--- config.mk ---
export PLATFORM = sky130hd
export DESIGN_NAME = usb_global_irq_address_regs
export DESIGN_NICKNAME = d
export VERILOG_FILES = /design/src/common/usb_glb_pkg.sv /design/src/logic/usb_global_irq_address_regs.sv /design/src/logic/usb_idle_timer.sv /design/src/logic/usb_line_sync.sv
export SDC_FILE = /design/constraint.sdc
export NUM_CORES = 1
export LEC_CHECK = 0
export BUFFER_PORTS_ARGS = -buffer_cell sky130_fd_sc_hd__buf_2
export CELL_PAD_IN_SITES_DETAIL_PLACEMENT = 0
export CELL_PAD_IN_SITES_GLOBAL_PLACEMENT = 2
export CORE_MARGIN = 1.5
export CORE_UTILIZATION = 34
export DETAILED_ROUTE_END_ITERATION = 12
export HOLD_SLACK_MARGIN = 0.02
export PLACE_DENSITY = 0.86
export RECOVER_POWER = 100
export REMOVE_ABC_BUFFERS = 1
export SYNTH_ARGS = -nofsm -noshare
export SYNTH_HDL_FRONTEND = slang
export SYNTH_SLANG_ARGS = --single-unit
--- constraint.sdc ---
create_clock -name core_clk -period 2.4 [get_ports core_clk]
set_input_delay 0.12 -clock core_clk [delete_from_list [all_inputs] [get_ports core_clk]]
set_output_delay 0.12 -clock core_clk [all_outputs]
set_load 0.005 [all_outputs]
--- src/common/usb_glb_pkg.sv ---
// shared constants and carriers for the usb global register bank
package usb_glb_pkg;
  // sfr offsets
  localparam logic [7:0] OFS_EVENT_FLAGS = 8'hBD;
  localparam logic [7:0] OFS_EVENT_ENABLES = 8'hBE;
  localparam logic [7:0] OFS_FUNC_ADDRESS = 8'hC6;
  localparam logic [7:0] OFS_EP_SELECT = 8'hC7;
  localparam logic [7:0] OFS_GLOBAL_CONTROL = 8'hBC;
  // event flag / enable, function enable and address enable bit positions
  localparam int BIT_WAKEUP = 5;
  localparam int BIT_EOR = 4;
  localparam int BIT_SOF = 3;
  localparam int BIT_SUSPEND = 0;
  localparam int BIT_FEN = 7;
  localparam int BIT_ADDR_EN = 0;
  // implemented bit masks; everything else reads zero
  localparam logic [7:0] EVENT_MASK = 8'h39;
  localparam logic [7:0] EP_SEL_MASK = 8'h0F;
  localparam logic [7:0] CTRL_MASK = 8'h01;
  // reset values
  localparam logic [7:0] RST_EVENT_FLAGS = 8'h00;
  localparam logic [7:0] RST_EVENT_ENABLES = 8'h10;
  localparam logic [7:0] RST_FUNC_ADDRESS = 8'h00;
  localparam logic [7:0] RST_EP_SELECT = 8'h00;
  localparam logic [7:0] RST_CONTROL = 8'h00;
  // timing at 10 MHz core clock
  localparam int CLK_PERIOD_NS = 100;
  localparam int SUSPEND_IDLE_US = 3000;
  localparam int SUSPEND_CYCLES = (SUSPEND_IDLE_US * 1000 + CLK_PERIOD_NS - 1) / CLK_PERIOD_NS;
  localparam int BIT_TIME_PS = 83333;
  localparam int BUS_RESET_BITS = 32;
  localparam int BUS_RESET_CYCLES =
    (BUS_RESET_BITS * BIT_TIME_PS + CLK_PERIOD_NS * 1000 - 1) / (CLK_PERIOD_NS * 1000);
  localparam int IDLE_CNT_W = 16;

  typedef struct packed {
    logic wr;
    logic rd;
    logic [7:0] addr;
    logic [7:0] wdata;
  } sfr_req_s;

  typedef struct packed {
    logic line_j;
    logic line_se0;
    logic sof_pid;
    logic resume_sending;
  } line_evt_s;
endpackage

--- src/logic/usb_global_irq_address_regs.sv ---
// usb global event flags, enables, function address and endpoint select
`timescale 1ns/10ps
// Operation
// - reserved bits always read back as zero
// - bus resume while suspended sets wake-up flag
// - wake-up flag interrupts only when enabled
// - end of bus reset sets sticky flag
// - end-of-reset flag interrupts only when enabled
// - frame start pid sets sticky flag
// - frame-start flag interrupts only when enabled
// - 3 ms idle J sets suspend flag
// - suspend flag interrupts only when enabled
// - clearing suspend flag disables usb pads
// - enables reset to 0x10
// - address bit 7 enables the function
// - address field zero on reset, bus reset
// - endpoint select steers per-endpoint register access
// - address-enable clear answers at address 0
// - 32 bit-time SE0 is bus reset, clears address-enable
module usb_global_irq_address_regs (
  input wire logic core_clk,
  input wire logic rst,
  input usb_glb_pkg::sfr_req_s sfr_req,
  output logic [7:0] sfr_rdata,
  output logic sfr_hit,
  input usb_glb_pkg::line_evt_s line_raw,
  output logic usb_irq,
  output logic usb_pads_en,
  output logic function_enable,
  output logic [6:0] function_address_value,
  output logic [3:0] endpoint_select_field,
  output logic bus_reset_active
);
  import usb_glb_pkg::*;

  line_evt_s line;
  logic idle_reached;
  logic se0_reached;
  logic [7:0] flags_q, flags_d;
  logic [7:0] enables_q, enables_d;
  logic [7:0] addr_q, addr_d;
  logic [7:0] epsel_q, epsel_d;
  logic [7:0] ctrl_q, ctrl_d;
  logic idle_seen_q, idle_seen_d;
  logic reset_seen_q, reset_seen_d;
  logic suspended_q, suspended_d;
  logic pads_q, pads_d;
  logic [7:0] rdata_q, rdata_d;
  logic [7:0] set_ev;
  logic wake_ev;
  logic eor_ev;
  logic susp_ev;

  function automatic logic is_wr(input sfr_req_s r, input logic [7:0] ofs);
    return r.wr && (r.addr == ofs);
  endfunction

  usb_line_sync u_sync (
    .core_clk(core_clk),
    .rst(rst),
    .raw(line_raw),
    .synced(line)
  );

  usb_idle_timer #(.LIMIT(SUSPEND_CYCLES)) u_idle (
    .core_clk(core_clk),
    .rst(rst),
    .cond(line.line_j),
    .reached(idle_reached)
  );

  usb_idle_timer #(.LIMIT(BUS_RESET_CYCLES)) u_se0 (
    .core_clk(core_clk),
    .rst(rst),
    .cond(line.line_se0),
    .reached(se0_reached)
  );

  // line event detection
  always_comb begin
    susp_ev = idle_reached && !idle_seen_q;
    eor_ev = reset_seen_q && !line.line_se0;
    // own upstream resume must not look like a host wake-up
    wake_ev = suspended_q && !line.line_j && !line.resume_sending;
    set_ev = '0;
    set_ev[BIT_SUSPEND] = susp_ev;
    set_ev[BIT_EOR] = eor_ev;
    set_ev[BIT_SOF] = line.sof_pid;
    set_ev[BIT_WAKEUP] = wake_ev;
    idle_seen_d = idle_reached;
    reset_seen_d = se0_reached ? 1'b1 : (line.line_se0 ? reset_seen_q : 1'b0);
    suspended_d = suspended_q;
    if (susp_ev) begin
      suspended_d = 1'b1;
    end else if (wake_ev || se0_reached) begin
      suspended_d = 1'b0;
    end
  end

  // register file next state
  always_comb begin
    flags_d = flags_q;
    enables_d = enables_q;
    addr_d = addr_q;
    epsel_d = epsel_q;
    ctrl_d = ctrl_q;
    pads_d = pads_q;
    if (is_wr(sfr_req, OFS_EVENT_FLAGS)) begin
      // only zeros take effect
      flags_d = flags_q & sfr_req.wdata;
      if (flags_q[BIT_SUSPEND] && !sfr_req.wdata[BIT_SUSPEND]) begin
        pads_d = 1'b0;
      end
    end
    flags_d = (flags_d | set_ev) & EVENT_MASK;
    if (susp_ev || wake_ev || se0_reached) begin
      pads_d = 1'b1;
    end
    if (is_wr(sfr_req, OFS_EVENT_ENABLES)) begin
      enables_d = sfr_req.wdata & EVENT_MASK;
    end
    if (is_wr(sfr_req, OFS_FUNC_ADDRESS)) begin
      addr_d = sfr_req.wdata;
    end
    if (is_wr(sfr_req, OFS_EP_SELECT)) begin
      epsel_d = sfr_req.wdata & EP_SEL_MASK;
    end
    if (is_wr(sfr_req, OFS_GLOBAL_CONTROL)) begin
      ctrl_d = sfr_req.wdata & CTRL_MASK;
    end
    if (se0_reached) begin
      addr_d[6:0] = 7'h00;
      ctrl_d[BIT_ADDR_EN] = 1'b0;
    end
  end

  // read mux, data registered
  always_comb begin
    rdata_d = rdata_q;
    if (sfr_req.rd) begin
      unique case (sfr_req.addr)
        OFS_EVENT_FLAGS: rdata_d = flags_q & EVENT_MASK;
        OFS_EVENT_ENABLES: rdata_d = enables_q & EVENT_MASK;
        OFS_FUNC_ADDRESS: rdata_d = addr_q;
        OFS_EP_SELECT: rdata_d = epsel_q & EP_SEL_MASK;
        OFS_GLOBAL_CONTROL: rdata_d = ctrl_q & CTRL_MASK;
        default: rdata_d = 8'h00;
      endcase
    end
  end

  always_ff @(posedge core_clk) begin
    if (rst) begin
      flags_q <= RST_EVENT_FLAGS;
      enables_q <= RST_EVENT_ENABLES;
      addr_q <= RST_FUNC_ADDRESS;
      epsel_q <= RST_EP_SELECT;
      ctrl_q <= RST_CONTROL;
      idle_seen_q <= 1'b0;
      reset_seen_q <= 1'b0;
      suspended_q <= 1'b0;
      pads_q <= 1'b1;
      rdata_q <= 8'h00;
    end else begin
      flags_q <= flags_d;
      enables_q <= enables_d;
      addr_q <= addr_d;
      epsel_q <= epsel_d;
      ctrl_q <= ctrl_d;
      idle_seen_q <= idle_seen_d;
      reset_seen_q <= reset_seen_d;
      suspended_q <= suspended_d;
      pads_q <= pads_d;
      rdata_q <= rdata_d;
    end
  end

  assign usb_irq = |(flags_q & enables_q & EVENT_MASK);
  assign sfr_rdata = rdata_q;
  assign sfr_hit = sfr_req.addr == OFS_EVENT_FLAGS || sfr_req.addr == OFS_EVENT_ENABLES ||
    sfr_req.addr == OFS_FUNC_ADDRESS || sfr_req.addr == OFS_EP_SELECT ||
    sfr_req.addr == OFS_GLOBAL_CONTROL;
  assign usb_pads_en = pads_q;
  assign function_enable = addr_q[BIT_FEN];
  // default address 0 until firmware enables the programmed one
  assign function_address_value = ctrl_q[BIT_ADDR_EN] ? addr_q[6:0] : 7'h00;
  assign endpoint_select_field = epsel_q[3:0];
  assign bus_reset_active = reset_seen_q;

  // separate run-length count of synced se0, so the bus reset length check
  // does not lean on the timer that it watches
  localparam logic [7:0] SE0_RUN_MIN = 8'(BUS_RESET_CYCLES);
  logic [7:0] se0_run_q, se0_run_d;

  always_comb begin
    se0_run_d = 8'h00;
    if (line.line_se0) begin
      se0_run_d = (se0_run_q == 8'hFF) ? se0_run_q : se0_run_q + 8'h01;
    end
  end

  always_ff @(posedge core_clk) begin
    if (rst) begin
      se0_run_q <= 8'h00;
    end else begin
      se0_run_q <= se0_run_d;
    end
  end
endmodule

--- src/logic/usb_idle_timer.sv ---
// counts consecutive cycles a line condition holds and flags reaching a limit
`timescale 1ns/10ps
module usb_idle_timer #(
  parameter int LIMIT = 2
) (
  input wire logic core_clk,
  input wire logic rst,
  input wire logic cond,
  output logic reached
);
  import usb_glb_pkg::*;
  logic [IDLE_CNT_W-1:0] cnt_q;
  logic [IDLE_CNT_W-1:0] cnt_d;
  localparam logic [IDLE_CNT_W-1:0] LIM = IDLE_CNT_W'(LIMIT);

  always_comb begin
    cnt_d = cnt_q;
    if (!cond) begin
      cnt_d = '0;
    end else if (cnt_q != LIM) begin
      cnt_d = cnt_q + 1'b1;
    end
  end

  always_ff @(posedge core_clk) begin
    if (rst) begin
      cnt_q <= '0;
    end else begin
      cnt_q <= cnt_d;
    end
  end

  assign reached = (cnt_q == LIM);
endmodule

--- src/logic/usb_line_sync.sv ---
// two-flop synchroniser for the line status inputs
`timescale 1ns/10ps
module usb_line_sync (
  input wire logic core_clk,
  input wire logic rst,
  input usb_glb_pkg::line_evt_s raw,
  output usb_glb_pkg::line_evt_s synced
);
  import usb_glb_pkg::*;
  line_evt_s meta_q;
  line_evt_s sync_q;

  always_ff @(posedge core_clk) begin
    if (rst) begin
      meta_q <= '0;
      sync_q <= '0;
    end else begin
      meta_q <= raw;
      sync_q <= meta_q;
    end
  end

  assign synced = sync_q;
endmodule

==> results_dict.tcl, run 1 <==
set metrics [dict create \
    r2r_end "u_idle.cnt_q[14]$_SDFFE_PP0N_" \
    finalCritPeriodShare_pct 79.4 \
    final_common_cell "dfxtp_1" \
    initial_utilization_pct 34.6 \
    yosys-top-cells-area "dfxtp_1 46%, mux2i_1 7.0%, nor2_1 5.8%" \
    power_mw 2.37 \
    crit_end "epsel_q[2]$_SDFFE_PP0P_" \
    h-tree-depth 3 \
    gr-total-overflow 0 \
    max_slew_margin_pct 42.8 \
    reg2reg_slack_ns 0.51 \
    viasPerCell 5.04 \
    end_kind "flip-flop" \
    finClkSkew_ns 0.00896 \
    place.gp.congestion 0.794 \
    synthCells 350 \
    cp.required_ns 2.63 \
    dieArea_mm2 0.00991 \
    dr.pass1.iters 4 \
    cts_max_path_buffers 2 \
    antenna_found_initial 0 \
    hold_class "in2reg" \
    synth-edff-count 0 \
    setup_viol 0 \
    crit_arrival_ns 2.13 \
    pin_count 48 \
    drc_errors 0 \
    grt_start_max_net_pins 31 \
    p_per_area_mw_per_mm2 631 \
    pre_cts_ws_ns 0.463 \
    max_freq_mhz 525 \
    cts_root_buffer "clkbuf_8" \
    postSynthAreaPerCell_um2 9.05 \
    final_max_slew_viol_count 0 \
    worstMarginPinSlew_ns 0.851 \
    die_x_um 99.5 \
    yosys.area.top_type "dfxtp_1" \
    grt_setup_unrepaired "no" \
    die_h_um 99.5 \
    p_leak_nw 1.33 \
    clkLatencyLatePin_ns 0.34 \
    timing.final.ws_setup_ns 0.494 \
    start_kind "input pin" \
    maxCapViolations 0 \
    holdWs_ns 0.0365 \
    cp-startpoint "sfr_req[9]" \
    diodes 0 \
    synth_cell_types 45 \
    seq_area_frac_synth_pct 46.1 \
    clkTransAtPathRegs_ns 0.08 \
    r2r-start "u_idle.cnt_q[0]$_SDFFE_PP0N_" \
    grt_pass1_wl_um 11900 \
    design_area_mm2 0.00376 \
    r2r_cells 5 \
    synthesis.area_mm2 0.00317 \
    drive_gt1_share_pct 13.6 \
    grt_pass1_vias 2435 \
    post_cts_resized 0 \
    drtIter0Drc 91 \
    nets 434 \
    hold_viol 0 \
    cts_tree "yes" \
    grt.total_usage_pct 15.0 \
    drt-total-wl_um 6980 \
    final_cell_mix "73 x dfxtp_1, 49 x nor2_1, 37 x buf_2, 22 x mux2i_1, 20 x nand2_1" \
    cts_buffers 9 \
    fin_crit_ns 1.91 \
    critPathMaxFanout 10 \
    clock_sinks 73 \
    rows 35 \
    placedInstanceArea_mm2 0.00352 \
    yosysWarnings 0 \
    hold_buffers 6 \
    critical_path_class "in2reg" \
    post-dp-hpwl_um 5020 \
    tns_ns 0 \
    vias 2633 \
    port_buffers 47 \
    cts_setup_buffers 0 \
    core_mm2 0.00915 \
    outcome "finished clean" \
    synthArstFlopShare_pct 0 \
    synth_seq_cells 73 \
    wl_per_cell_um 13.4 \
    synth_top_cell_area_share_pct 46.1 \
    drtAntennaViolNets 0 \
    ir_drop_v 0.000306 \
    syn_to_final_growth_pct 18.6 \
    yosys_most_used_dff "dfxtp_1" \
]
[worst max-delay path, stage by stage]
cell and delay (ns):
clkbuf_1 0.27, or4b_1 0.66, nor3_1 0.77, mux2i_1 0.26, nor2_1 0.05
[sequential cells by signal, summed over array words and instances (netlist names)]
name,cells
epsel_q,4
enables_q,4
idle_seen_q,1
flags_q,4
u_sync.meta_q,4
sfr_rdata,8
ctrl_q,1
usb_pads_en,1
u_se0.cnt_q,16
u_sync.synced,4
addr_q,8
suspended_q,1
u_idle.cnt_q,16
bus_reset_active,1
[routing by layer]
metal | wire, µm | global-route usage [%]
met1 | 3540 | 20.4
met3 | 269 | 2.88
met4 | 115 | 6.28
met5 | 0 | 0
met2 | 3050 | 23.3
[cells by family (layout without fill, tap and decap cells)]
logic type	Yosys count	in the layout	synth area share (%)
compound gates	46	46	9.12
xor+xnor	21	21	5.81
fa+ha+maj	3	3	1.18
buf+inv	21	82	2.84
flops	73	73	46.1
mux	22	22	6.95
simple gates	164	164	28.0
[worst min path at each step]
stage	startpoint	to	slack (ns)	depth (start not counted)
after global routing	sfr_req[7]	addr_q[7]$_SDFFE_PP0P_	0.06	3
final	sfr_req[7]	addr_q[7]$_SDFFE_PP0P_	0.04	3
after detailed placement	line_raw[0]	u_sync.meta_q[0]$_SDFF_PP0_	0.33	2
after floorplan	rst	bus_reset_active$_SDFFE_PP0P_	0.19	1
after CTS	sfr_req[7]	addr_q[7]$_SDFFE_PP0P_	0.03	3
after global placement	line_raw[0]	u_sync.meta_q[0]$_SDFF_PP0_	0.33	2
[cells in the mapped netlist (all sizes together) (7+ instances only)]
cell / instances
mux2i: 22
nor2: 49
clkbuf: 7
nand3: 15
xnor2: 9
nand4: 10
nor4: 9
xor2: 12
nand2: 20
a21oi: 17
nor3: 9
dfxtp: 73
o21ai: 10
nor2b: 11
inv: 9
and2: 8
[through the flow]
stage	cells	util (%)
after floorplan	339	-
after global placement	501	38.5
after detailed placement	501	38.5
after CTS	522	41.5
after global routing	522	41.0
final	522	41.0
[where the power goes]
part | total [mW] | switching (mW) | internal [mW]
clock network | 1.06 | 0.449 | 0.606
registers | 1.22 | 0.00434 | 1.22
logic | 0.0914 | 0.0551 | 0.0363
[final cells by class]
| type | count | area [µm²] |
|---|---|---|
| clock buffer | 10 | 138 |
| clock inverter | 5 | 80.1 |
| fill | 939 | 5400 |
| inverter | 10 | 37.5 |
| multi-input combinational | 256 | 1600 |
| sequential | 73 | 1460 |
| tap | 111 | 139 |
| timing repair buffer | 57 | 302 |
Power figures use the tool's default switching activity.
==> run 2: changes to the inputs <==
Settings changed: ABC_AREA set to 1, CORE_UTILIZATION 34 to 29, PLACE_DENSITY 0.86 to 0.83.
Clock period 2.4 ns to 1.75 ns, I/O delays scaled along.
==> run 2 against run 1 <==
Combinational power is 47% higher. Sequential share of layout area is 2.5 points lower. Register-to-register slack worse by 0.21 ns. Highest routed layer unchanged. Synthesized area is 4.9% higher.
==> results_dict.tcl, run 2 <==
set metrics [dict create \
    outcome "finished clean" \
    cp.buffers_inverters 0 \
    cp.required_ns 1.97 \
    dieArea_mm2 0.0121 \
    initial_utilization_pct 30.3 \
    crit_slowest_cell "dfxtp_1" \
    fin_util_pct 36.6 \
    h-tree-depth 3 \
    tns_ns 0 \
    critPathMaxFanout 5 \
    grt_busiest_layer "met2" \
    rows 38 \
    pwr-share-comb_pct 3.6 \
    dpl.cell_count 638 \
    cts_setup_buffers 0 \
    p_per_area_mw_per_mm2 942 \
    synth_top_cell_area_share_pct 44.0 \
    slowest_delay_ns 0.40 \
    synth_common_cells "86 x nand2_1, 73 x dfxtp_1, 70 x inv_1" \
    end_kind "flip-flop" \
    switching_share_pct 20.8 \
    yosys_most_used_dff "dfxtp_1" \
    vias 2981 \
    nets 544 \
    hold_class "in2reg" \
    yosysMostFrequentCell "nand2_1" \
    cts_tree "yes" \
    hold_viol 0 \
    start_kind "flip-flop" \
    seq_area_frac_synth_pct 44.0 \
    synthesis.area_mm2 0.00332 \
    design_area_mm2 0.00402 \
    final_max_slew_viol_count 0 \
    drtIter0Drc 151 \
    yosys.area.top_type "dfxtp_1" \
    use_met2_pct 22.4 \
    max_freq_mhz 689 \
    viasPerCell 4.51 \
    post-dp-hpwl_um 5970 \
    cts_buffers 9 \
    synthCells 457 \
    wl_per_cell_um 12.1 \
    grt_pass1_wl_um 13000 \
    maxCapViolations 0 \
    yosysWarnings 0 \
    grt.total_usage_pct 14.1 \
    grt_start_max_net_pins 15 \
    cpMostUsedCell "nand2_1" \
    p_leak_nw 1.54 \
    crit_arrival_ns 1.67 \
    finClkSkew_ns 0.00810 \
    fin_crit_ns 1.45 \
    pin_count 48 \
    top_regs "u_idle.cnt_q x16, u_se0.cnt_q x16" \
    setup_viol 0 \
    drc_errors 0 \
    critical_path_class "reg2reg" \
    drt-total-wl_um 8000 \
    final_common_cell "nand2_1" \
    dr.pass1.iters 4 \
    final_cell_mix "94 x nand2_1, 73 x dfxtp_1, 70 x inv_1, 51 x a21oi_1, 41 x nor2_1" \
    port_buffers 47 \
    clkLatencyLatePin_ns 0.33 \
    antenna_found_initial 0 \
    clkTransAtPathRegs_ns 0.06 \
    die_h_um 110 \
    syn_to_final_growth_pct 20.9 \
    cts_root_buffer "clkbuf_16" \
    ir_drop_v 0.000391 \
    place.gp.congestion 0.781 \
    grt_pass1_vias 2727 \
    fin_cells 661 \
    p_seq_share_pct 44.4 \
    post_cts_resized 0 \
    drive_gt1_share_pct 12.1 \
    grt_setup_unrepaired "no" \
    drtAntennaViolNets 0 \
    grtUsageMet1_pct 18.3 \
    clock_sinks 73 \
    p_int_mw 3.00 \
    worstMarginPinSlew_ns 0.800 \
    postSynthAreaPerCell_um2 7.27 \
    diodes 0 \
    use_met3_pct 4.06 \
    synth_seq_cells 73 \
    crit_chain "nand2_2 -> nor2_1 -> nand2_1 -> nor2_4 -> nand2_1 -> o21ai_1 -> a21oi_1" \
    placedInstanceArea_mm2 0.00371 \
    core_mm2 0.0110 \
    synthArstFlopShare_pct 0 \
    max_slew_margin_pct 46.7 \
    critPathTopFamily "simple AND/OR/NAND/NOR gates" \
    synth_cell_types 30 \
    yosys-top-cells-area "dfxtp_1 44%, nand2_1 9.7%, inv_1 7.9%" \
    cts_max_path_buffers 2 \
    finalCritPeriodShare_pct 82.9 \
    die_x_um 110 \
    synth-edff-count 0 \
    switchingPower_mw 0.786 \
    gr-total-overflow 0 \
    clkPwrFrac_pct 52.1 \
]
run 2: power by group through the flow:
stage	Combinational (mW)	Clock [mW]	Sequential (mW)
2_1_floorplan	0.0593	0	1.72
3_3_place_gp	0.129	0	1.72
3_5_place_dp	0.130	0	1.72
4_1_cts	0.144	2.03	1.68
5_1_grt	0.153	2.11	1.68
6_report	0.134	1.97	1.68
run 2: stage by stage:
step,power (mW),worst slack (ns),hold slack [ns]
2_1_floorplan,1.78,0.484,0.150
3_3_place_gp,1.85,0.388,0.289
3_5_place_dp,1.85,0.368,0.296
4_1_cts,3.85,0.358,0.0291
5_1_grt,3.95,0.130,0.0317
6_report,3.79,0.299,0.0381
run 2: metal layers:
metal	routed length [µm]	share of wire [%]
met1	3990	50
met3	356	4.5
met5	0	0
met2	3560	45
met4	89	1.1
run 2: area by class of cell:
cell class | instances | area (µm²)
inverters | 74 | 279
clock buffers | 10 | 239
flip-flops and latches | 73 | 1460
well taps | 140 | 175
repair buffers | 58 | 300
clock inverters | 5 | 80.1
fillers | 1207 | 6960
multi-input cells | 301 | 1480
run 2: kinds of logic after synthesis:
group,synth area share (%)
buffers and inverters,9.71
adder cells (fa/ha/maj),1.13
flip-flops,44.0
AO/OA/AOI/OAI,15.2
AND/OR/NAND/NOR,29.4
XOR/XNOR,0.527
run 2: final timing paths:
kind,start,to,slack (ns),cells past startpoint
max,u_se0.cnt_q[3]$_SDFFE_PP0N_,u_se0.cnt_q[15]$_SDFFE_PP0N_,0.30,7
min,sfr_req[5],enables_q[5]$_SDFFE_PP0P_,0.04,3
max reg2reg,u_se0.cnt_q[3]$_SDFFE_PP0N_,u_se0.cnt_q[15]$_SDFFE_PP0N_,0.30,7
min reg2reg,u_sync.meta_q[3]$_SDFF_PP0_,u_sync.synced[3]$_SDFF_PP0_,0.40,2
run 2: repair_timing:
action,in CTS,in global routing
hold buffers,8,0
endpoints found under the hold margin,8,0
endpoints found under the setup margin,0,0
run 2: worst register-to-register path, cell delays in order, from the launching register on:
cell and delay (ns):
dfxtp_1 0.40, nand2_2 0.10, nor2_1 0.28, nand2_1 0.19, nor2_4 0.13, nand2_1 0.07
o21ai_1 0.12, a21oi_1 0.05
